===== config.mk =====
export PLATFORM = sky130hd
export DESIGN_NAME = sas_sequencer
export DESIGN_NICKNAME = d
export VERILOG_FILES = /design/src/hw/sas_pkg.sv /design/src/hw/sas_sequencer.sv
export VERILOG_INCLUDE_DIRS = /design/src /design/src/hw
export SDC_FILE = /design/constraint.sdc
export NUM_CORES = 1
export LEC_CHECK = 0
export ABC_AREA = 1
export BUFFER_PORTS_ARGS = -buffer_cell sky130_fd_sc_hd__buf_4
export CAP_MARGIN = 10
export CORE_ASPECT_RATIO = 0.75
export CORE_MARGIN = 3
export CORE_UTILIZATION = 28
export DETAILED_ROUTE_END_ITERATION = 16
export GPL_ROUTABILITY_DRIVEN = 0
export SLEW_MARGIN = 25
export SYNTH_ARGS = -nofsm -noshare
export SYNTH_HDL_FRONTEND = slang
export SYNTH_SLANG_ARGS = --single-unit

===== constraint.sdc =====
create_clock -name clk_sys -period 2.7 [get_ports clk_sys]
set_input_delay 0 -clock clk_sys [delete_from_list [all_inputs] [get_ports clk_sys]]
set_output_delay 0 -clock clk_sys [all_outputs]
set_load 0.02 [all_outputs]

===== src/hw/sas_consts.svh =====
`ifndef SAS_CONSTS_SVH
`define SAS_CONSTS_SVH

// Register byte offsets on the bus
`define SAS_OFS_CTRL 4'h0
`define SAS_OFS_REFSEL 4'h4
`define SAS_OFS_STATUS 4'h8
`define SAS_OFS_RESULT 4'hC

// Control register fields
`define SAS_CTRL_START 0
`define SAS_CTRL_CONT 1
`define SAS_CTRL_CH_LO 4
`define SAS_CTRL_CH_HI 7

// Status register fields
`define SAS_STAT_BUSY 0
`define SAS_STAT_DONE 1

// Reference select fields
`define SAS_REF_LO_LO 0
`define SAS_REF_LO_HI 3
`define SAS_REF_UP_LO 4
`define SAS_REF_UP_HI 7

// Reset values
`define SAS_RST_REFSEL 8'h00
`define SAS_RST_CH 4'h0
`define SAS_RST_CODE 8'h00

// Conversion timing in machine cycles, first trial bit and channel count
`define SAS_SAMPLE_MC 4'd7
`define SAS_TOTAL_MC 4'd13
`define SAS_MSB_IDX 3'd7
`define SAS_TRIAL_MSB 8'h80
`define SAS_NUM_CH 4'd12

`endif


===== src/hw/sas_pkg.sv =====
`default_nettype none

package sas_pkg;

  // Sequencer phases
  typedef enum logic [1:0] {
    SAS_IDLE,
    SAS_SAMPLE,
    SAS_CONVERT,
    SAS_HOLD
  } sas_phase_t;

  // Whole state of the sequencer
  typedef struct packed {
    sas_phase_t phase;
    logic [7:0] div_cnt;
    logic [3:0] mc_cnt;
    logic [7:0] settle_cnt;
    logic [2:0] bit_idx;
    logic [7:0] trial;
    logic [7:0] result;
    logic cont_mode;
    logic [3:0] channel;
    logic [7:0] refsel;
    logic done_flag;
    logic ack;
    logic [31:0] rdata;
    logic done_pulse;
  } sas_state_t;

endpackage

`default_nettype wire


===== src/hw/sas_sequencer.sv =====
// What this block does
// (RULE1) Eight-bit successive approximation, twelve muxed inputs
// (RULE2) Sample phase lasts exactly seven machine cycles
// (RULE3) Whole conversion takes thirteen machine cycles
// (RULE4) Single mode stops; continuous mode restarts
// (RULE5) End of conversion raises a request
// (RULE6) Upper, lower references each sixteen steps
// (RULE7) Result range spans selected internal references
// (RULE8) Low nibble lower step, high upper
`include "sas_consts.svh"
`default_nettype none

module sas_sequencer
  import sas_pkg::*;
#(
  parameter int CLKS_PER_MC = 12, // System clocks per machine cycle
  parameter int BIT_CLKS = 8 // Settle clocks per trial bit
) (
  input wire logic clk_sys,
  input wire logic srst,
  input wire logic [3:0] avs_address,
  input wire logic avs_read,
  input wire logic avs_write,
  input wire logic [31:0] avs_writedata,
  output logic [31:0] avs_readdata,
  output logic avs_waitrequest,
  output logic [3:0] mux_sel,
  output logic sample_en,
  output logic [7:0] trial_code,
  input wire logic comp_above,
  output logic [3:0] internal_upper_reference,
  output logic [3:0] internal_lower_reference,
  output logic conv_done_req,
  output logic busy
);

  ////////////////////////////////////////////////////////////////////////////
  // State and derived constants

  sas_state_t st_reg; // Registered state
  sas_state_t st_next; // Next state

  // Both wraps are cut to the counter width on purpose
  localparam logic [7:0] MC_LAST = 8'(CLKS_PER_MC - 1); // Divider wrap
  localparam logic [7:0] BIT_LAST = 8'(BIT_CLKS - 1); // Settle wrap

  logic mc_tick; // One-cycle machine cycle enable
  logic bus_req; // Any bus request pending
  logic bus_take; // Request completes this edge
  logic wr_ctrl; // Control register write accepted
  logic start_req; // Software start
  logic rd_result; // Result register read accepted
  logic conv_end; // Last machine cycle of conversion
  logic [3:0] ch_wr; // Channel field written

  ////////////////////////////////////////////////////////////////////////////
  // Combinational helpers

  // Divider pulse marks each machine cycle boundary
  assign mc_tick = (st_reg.div_cnt == MC_LAST);
  assign bus_req = avs_read | avs_write;
  // One wait state: answer after the registered acknowledge
  assign bus_take = bus_req & st_reg.ack;
  assign wr_ctrl = bus_take & avs_write & (avs_address == `SAS_OFS_CTRL);
  assign start_req = wr_ctrl & avs_writedata[`SAS_CTRL_START];
  assign rd_result = bus_take & avs_read & (avs_address == `SAS_OFS_RESULT);
  assign ch_wr = avs_writedata[`SAS_CTRL_CH_HI:`SAS_CTRL_CH_LO];
  // Thirteenth machine cycle closes the conversion
  assign conv_end = (st_reg.phase == SAS_HOLD) & mc_tick &
                    (st_reg.mc_cnt == (`SAS_TOTAL_MC - 4'd1)); // see (RULE3)

  ////////////////////////////////////////////////////////////////////////////
  // Next-state logic

  always_comb begin
    st_next = st_reg;
    st_next.done_pulse = 1'b0;

    // Bus acknowledge toggles so each request sees one wait state
    st_next.ack = bus_req & ~st_reg.ack;

    // Read data captured in the wait cycle, presented when waitrequest drops
    if (bus_req & ~st_reg.ack & avs_read) begin
      case (avs_address)
        `SAS_OFS_CTRL: begin
          st_next.rdata = {24'h00_0000, st_reg.channel, 2'b00, st_reg.cont_mode, 1'b0};
        end
        `SAS_OFS_REFSEL: begin
          st_next.rdata = {24'h00_0000, st_reg.refsel};
        end
        `SAS_OFS_STATUS: begin
          st_next.rdata = {30'h0000_0000, st_reg.done_flag, st_reg.phase != SAS_IDLE};
        end
        `SAS_OFS_RESULT: begin
          st_next.rdata = {24'h00_0000, st_reg.result};
        end
        default: begin
          // Unmapped reads return zero
          st_next.rdata = 32'h0000_0000;
        end
      endcase
    end

    // Register writes
    if (wr_ctrl) begin
      st_next.cont_mode = avs_writedata[`SAS_CTRL_CONT]; // see (RULE4)
      // Out-of-range channels are refused and the old one kept
      // A channel change in mid-conversion moves the mux at once
      if (ch_wr < `SAS_NUM_CH) begin
        st_next.channel = ch_wr; // see (RULE1)
      end
    end
    if (bus_take & avs_write & (avs_address == `SAS_OFS_REFSEL)) begin
      // Spans are stored as written; keeping them legal is up to software
      st_next.refsel = avs_writedata[`SAS_REF_UP_HI:`SAS_REF_LO_LO]; // see (RULE6)
    end

    // Machine cycle divider, free running unless a conversion is started
    st_next.div_cnt = mc_tick ? 8'h00 : st_reg.div_cnt + 8'h01;

    // Done flag clears on result read; a new completion wins
    if (rd_result) begin
      st_next.done_flag = 1'b0;
    end

    // Conversion sequencing
    case (st_reg.phase)
      SAS_IDLE: begin
        // Start aligns the divider so the phase lengths are exact
        if (start_req) begin
          st_next.phase = SAS_SAMPLE;
          st_next.div_cnt = 8'h00;
          st_next.mc_cnt = 4'h0;
        end
      end
      SAS_SAMPLE: begin
        if (mc_tick) begin
          st_next.mc_cnt = st_reg.mc_cnt + 4'h1;
          // Seventh machine cycle ends the sample window
          if (st_reg.mc_cnt == (`SAS_SAMPLE_MC - 4'd1)) begin // see (RULE2)
            st_next.phase = SAS_CONVERT;
            st_next.bit_idx = `SAS_MSB_IDX;
            st_next.trial = `SAS_TRIAL_MSB;
            st_next.settle_cnt = 8'h00;
          end
        end
      end
      // Limitation: all eight trials must fit in six machine cycles
      SAS_CONVERT: begin
        if (mc_tick) begin
          st_next.mc_cnt = st_reg.mc_cnt + 4'h1;
        end
        // One trial bit per settle interval, MSB first
        if (st_reg.settle_cnt == BIT_LAST) begin
          st_next.settle_cnt = 8'h00;
          if (!comp_above) begin
            st_next.trial[st_reg.bit_idx] = 1'b0; // see (RULE1)
          end
          if (st_reg.bit_idx == 3'd0) begin
            st_next.phase = SAS_HOLD;
          end else begin
            st_next.bit_idx = st_reg.bit_idx - 3'd1;
            st_next.trial[st_reg.bit_idx - 3'd1] = 1'b1;
          end
        end else begin
          st_next.settle_cnt = st_reg.settle_cnt + 8'h01;
        end
      end
      SAS_HOLD: begin
        // Result withheld until the full conversion time has passed
        if (mc_tick) begin
          st_next.mc_cnt = st_reg.mc_cnt + 4'h1;
        end
        if (conv_end) begin
          st_next.result = st_reg.trial; // see (RULE3)
          st_next.done_flag = 1'b1; // see (RULE5)
          st_next.done_pulse = 1'b1; // see (RULE5)
          st_next.mc_cnt = 4'h0;
          // Continuous mode restarts on the next machine cycle at once
          st_next.phase = st_reg.cont_mode ? SAS_SAMPLE : SAS_IDLE; // see (RULE4)
        end
      end
      default: begin
        st_next.phase = SAS_IDLE;
      end
    endcase
  end

  ////////////////////////////////////////////////////////////////////////////
  // State register

  always_ff @(posedge clk_sys) begin
    if (srst) begin
      st_reg <= '0;
      st_reg.phase <= SAS_IDLE;
      st_reg.refsel <= `SAS_RST_REFSEL;
      st_reg.channel <= `SAS_RST_CH;
      st_reg.result <= `SAS_RST_CODE;
      st_reg.trial <= `SAS_RST_CODE;
    end else begin
      st_reg <= st_next;
    end
  end

  ////////////////////////////////////////////////////////////////////////////
  // Outputs

  // Combinational handshake, so the single wait state costs no extra cycle
  assign avs_waitrequest = bus_req & ~st_reg.ack;
  assign avs_readdata = st_reg.rdata;
  assign mux_sel = st_reg.channel;
  assign sample_en = (st_reg.phase == SAS_SAMPLE); // see (RULE2)
  assign trial_code = st_reg.trial;
  // Ladder spreads the code range over the selected span
  assign internal_lower_reference = st_reg.refsel[`SAS_REF_LO_HI:`SAS_REF_LO_LO]; // see (RULE7)
  assign internal_upper_reference = st_reg.refsel[`SAS_REF_UP_HI:`SAS_REF_UP_LO]; // see (RULE8)
  assign conv_done_req = st_reg.done_pulse;
  // Busy follows the phase, so it rises in the same cycle as sample_en
  assign busy = (st_reg.phase != SAS_IDLE);

endmodule

`default_nettype wire


# After elaboration in Yosys (flattened, before gate mapping)
# Cells that the tools add are included.
totals:
  reg_bits: 89
  inputBits: 41
  output_inout_bits: 56
  word_cells: 103
op_classes:
  addsub: 4
  n_lt_le_gt_ge: 5
  n_eq_ne: 17
  n_mux: 31
  bitwise_logic: 17
  reduce_logical: 15
op_table:
  columns: ["cell", "count"]
  rows:
  - ["$mux 8", 6]
  - ["$pmux 19 s2", 1]
  - ["$pmux 8 s4", 1]
  - ["$mux 23", 1]
  - ["$mux 11", 2]
  - ["$mux 19", 1]
  - ["$add 8x1->8 const B", 2]
  - ["$pmux 4 s4", 1]
  - ["$mux 14", 1]
  - ["$eq 4x4->1 const B", 3]
  - ["$and 1x1->1", 11]
  - ["$mux 2", 5]
  - ["$ne 2x2->1 const B", 5]
  - ["$and 8x8->8", 1]
  - ["$eq 4x3->1 const B", 2]
  - ["$eq 8x3->1 const B", 1]
  - ["$eq 8x4->1 const B", 1]
  - ["$lt 3x4->1 const B", 2]
  - ["$mux 4", 2]
  - ["$not 8->8", 1]
  - ["$or 8x8->8", 1]
  - ["$pmux 2 s4", 1]
  - ["$mux 1", 7]
  - ["$demux 1 s3", 2]
  - ["20 further kinds", 28]

# Longest topological paths before layout
logic_depth:
  depth_word: 13
  ltp_mapped: 11
  mapped_depth_nobuf: 11

# Least setup slack after synthesis
# No wires, ideal clock.
synth_timing:
  kind: "register -> register"
  startpoint: "register st_reg[88] in the netlist's numbering"
  endpoint: "register st_reg (netlist bit trial_code[4])"
  setup_time_ns: 0.116
  t_arrival_ns: 1.655
  required_time_ns: 2.584
  slack_ns: 0.930
  stages_incl_launch_ff: 11
  path_buffers: 2
  period_less_slack_ns: 1.770
  path_cell_list: "dfxtp_1 > inv_1 > ha_1 > buf_2 > a21oi_1 > nand2_4 > nor2_8 > inv_4 > nand2_4 > buf_6 > o21ai_2"
synth_via:
  elab_chain_len: 3
  word_cells_on_any_way: 8
  cone_classes: "5 x eq/ne; 1 x mux; 2 x reduce/logical"
synth_lines:
  columns: ["item", "line_no", "rtl"]
  rows:
  - ["start: declaration", "sas_sequencer.sv:40", "sas_state_t st_reg;"]
  - ["start signal: assignment", "sas_sequencer.sv:201", "st_reg <= st_next;"]
  - ["$eq 2x1->1 *", null, null]
  - ["named net sample_en", "sas_sequencer.sv:28", "output logic sample_en,"]
  - ["$ne 2x1->1 (no source line) / $reduce_bool 2->1 (equally long branches)", null, null]
  - ["$reduce_and 4->1 (no source line)", null, null]
# The timed path passes the listed nets; every way through them passes the cells marked *.
# A chain may end at the register's enable or synchronous reset.

# Final worst setup path
layout_timing:
  startpoint: "register st_reg[88] in the netlist's numbering"
  endpoint: "register st_reg (netlist bit trial_code[1])"
layout_via:
  elab_chain_len: 3
  word_cells_on_any_way: 8
  cone_classes: "5 x eq/ne; 1 x mux; 2 x reduce/logical"
layout_lines:
  columns: ["item", "line_no", "rtl"]
  rows:
  - ["$eq 2x2->1 / $eq 2x1->1 (equally long branches)", "sas_sequencer.sv:127", "case (st_reg.phase)"]
  - ["$ne 2x2->1 (no source line) (tied with other cells)", null, null]
  - ["$reduce_and 4->1 (no source line)", null, null]
# Parallel ways exist; a longest one is shown, timed or not.

==> results.yml <==
clocking:
  ctsHoldBuffers: 10
  clk_pin_slew_ns: 0.05
  cts_inserted_buffers: 9
  post_cts_buffers: 0
  clock_sinks: 65
  htree_levels: 3
  clock_path_buffers: 2
  cts_resized: 0
  cts_tree: "yes"
  clk_latency_ns: 0.34
  clockRootBuffer: "clkbuf_16"
critical_path:
  required_ns: 2.91
  end_kind: "flop"
  cp.buffers_inverters: 2
  worstPathCellList: "inv_1 -> ha_1 -> a21oi_1 -> nand2_4 -> nor2_8 -> inv_4 -> nand2_4 -> o21ai_0"
  crit_type: "reg -> reg"
  path_common_cell: "nand2_4"
  critPathMaxFanout: 12
  slowest_delay_ns: 0.37
  critPathSlowestCell: "dfxtp_1"
  worstPathArrival_ns: 2.14
  cpLargestDelayFamily: "simple AND/OR/NAND/NOR gates"
  cp-start-kind: "flop"
logic_synthesis:
  syn_area_sq_um: 3650
  yosys.area_share.simple: 0.253
  synth_cell_types: 35
  ys_async_sr_fraction: 0
  syn_inst: 512
  syn_avg_cell_area_sq_um: 7.14
  yosys_warnings: 0
  synth_xor_area_frac: 0.0192
  synthFlopType: "dfxtp_1"
  synth_edf_count: 0
  synth.area.mux_share: 0
  ys_seq_elements: 65
  synth_top_family_by_area: "simple AND/OR/NAND/NOR gates"
  synth_fa_ha_area_frac: 0.0377
  ys_seq_area_frac: 0.356
  synth-compound-area-share: 0.150
flow_run:
  drv_cap: 0
finish:
  design_area_sq_um: 4320
  drive_gt1_frac: 0.163
  final_net_count: 594
  antenna_cells: 0
  final-seq-area_sq_um: 1300
  syn_to_final_growth_pct: 18.1
  nFillCells: 1347
  multiInputGateArea_sq_um: 1770
  largest_reg_flops: 36
global_route:
  grt_first_pass_wirelength_mm: 14.1
  grtUsageTotal: 0.123
  grt_antenna_before_repair: 0
  grt_pass1_vias: 2901
  grt_max_degree: 24
  gr-total-overflow: 0
sta:
  finalCritPeriodShare: 0.714
  fin_skew_ns: 0.00765
  maxSlewViolCount: 0
  hold_viol_final: 0
  setup_viol: 0
  tightest_slew_ns: 0.626
  slew_headroom: 0.582
  fmax_mhz: 519
  rsz0062_at_grt: "false"
  fin_setup_tns_ns: 0
  final.min_clock_period_ns: 1.93
floorplan:
  die_h_um: 105
  fp.dieW_um: 138
  core_area_sq_um: 12500
  die_area_sq_um: 14500
  start_util: 0.292
  ios: 97
  placementRows: 35
worst_hold_path:
  holdCritPathClass: "in -> reg"
route:
  drc: 0
  ant_nets: 0
  dr.pass1.iters: 5
  wl_per_cell_um: 12.1
  vias: 3249
  first_iter_violations: 203
  drt_wl_total_mm: 8.66
  vias_per_cell: 4.56
placement:
  dpl_cell_area_sq_um: 3870
  hpwl_mm: 6.50
  portBuffers: 48
pwr:
  power.density_nw_per_um2: 757
  p_leak_nw: 1.77
  peakVddDrop_mv: 0.330
run_status:
  run_status: "finished, final reports clean"
metrics by stage:
| step | std cells | total power (W) | utilization | hold WS [ns] | worst slack, ns |
|---|---|---|---|---|---|
| after floorplan | 535 | 0.00176 | - | 0.0768 | 0.930 |
| after global placement | 687 | 0.00190 | 0.309 | 0.287 | 0.834 |
| after detailed placement | 687 | 0.00191 | 0.309 | 0.292 | 0.784 |
| after CTS | 713 | 0.00329 | 0.345 | 0.00961 | 0.759 |
| final | 713 | 0.00326 | 0.345 | 0.0184 | 0.773 |
| after global routing | 713 | 0.00347 | 0.345 | 0.0235 | 0.588 |
final timing paths:
check / endpoint / slack (ns) / cells past startpoint / from
min reg2reg: st_reg[79]$_SDFF_PP0_ / 0.46 / 1 / st_reg[79]$_SDFF_PP0_
max reg2reg: trial_code[1]$_SDFFE_PP0P_ / 0.77 / 8 / st_reg[88]$_SDFFE_PP0P_
min: st_reg[80]$_SDFF_PP0_ / 0.02 / 2 / srst
max: trial_code[1]$_SDFFE_PP0P_ / 0.77 / 8 / st_reg[88]$_SDFFE_PP0P_
cell usage after synthesis, types with 2 or more instances:
cell	number	area, sq um
nand2_1	118	443
dfxtp_1	65	1300
buf_4	52	390
inv_1	49	184
o21ai_0	43	215
a21oi_1	42	210
nor2_1	32	120
nand3_1	23	115
nand4_1	12	75.1
ha_1	11	138
clkbuf_1	7	26.3
nor3_1	7	35.0
o21ai_2	5	43.8
xor2_1	5	43.8
nand2_4	4	45.0
nor2_2	4	25.0
buf_2	3	15.0
o211ai_1	3	22.5
o21ai_1	3	15.0
xnor2_1	3	26.3
buf_6	2	22.5
clkinv_1	2	7.51
inv_2	2	7.51
nand2_2	2	12.5
nor2_4	2	22.5
o221ai_1	2	17.5
per-layer routing:
metal	up-vias	global-route usage	part of all wire
met5	-	0	0
met4	0	0.0317	0.011
met3	8	0.0438	0.079
met2	105	0.172	0.42
met1	1488	0.178	0.49
li1	1648	-	-
cell families (layout without fill, tap and decap cells):
kind of cell	Yosys count	after routing
and+or+nand+nor	207	207
DFF	65	65
other	1	24
AOI/OAI and AO/OA	101	101
buffers and inverters	119	131
xor gates and xnor gates	8	8
adders and majority gates	11	11
power by group:
group / switching, W / total (W) / leakage (nW) / internal [W]
clock: 0.000421 / 0.00135 / 0.166 / 0.000925
sequential: 0.0000573 / 0.00107 / 0.526 / 0.00101
combinational: 0.000594 / 0.000851 / 1.08 / 0.000257
total: 0.00107 / 0.00326 / 1.77 / 0.00219
layout by cell type (no fill, tap or decap), types with 2 or more instances in the layout:
cell	n
bufinv_16	3
nand3_1	23
nand2_1	118
o21ai_1	3
xnor2_1	3
clkinv_1	2
o221ai_1	2
nor2_4	2
nor2_2	4
ha_1	11
nand2_2	2
conb_1	24
nand2_4	4
dlygate4sd3_1	10
o21ai_2	5
dfxtp_1	65
nor3_1	7
inv_2	2
inv_1	49
o211ai_1	3
a21oi_1	42
clkbuf_16	9
o21ai_0	43
buf_4	50
nand4_1	12
xor2_1	5
nor2_1	32
final cells by class:
cell class,count,area share
clock buffers,11,0.0562
multi-input cells,351,0.411
repair buffers,60,0.110
clock inverters,5,0.0238
inverters,55,0.0496
well taps,166,0.0481
flip-flops and latches,65,0.302
No activity file was read; power rests on OpenSTA's default activity.
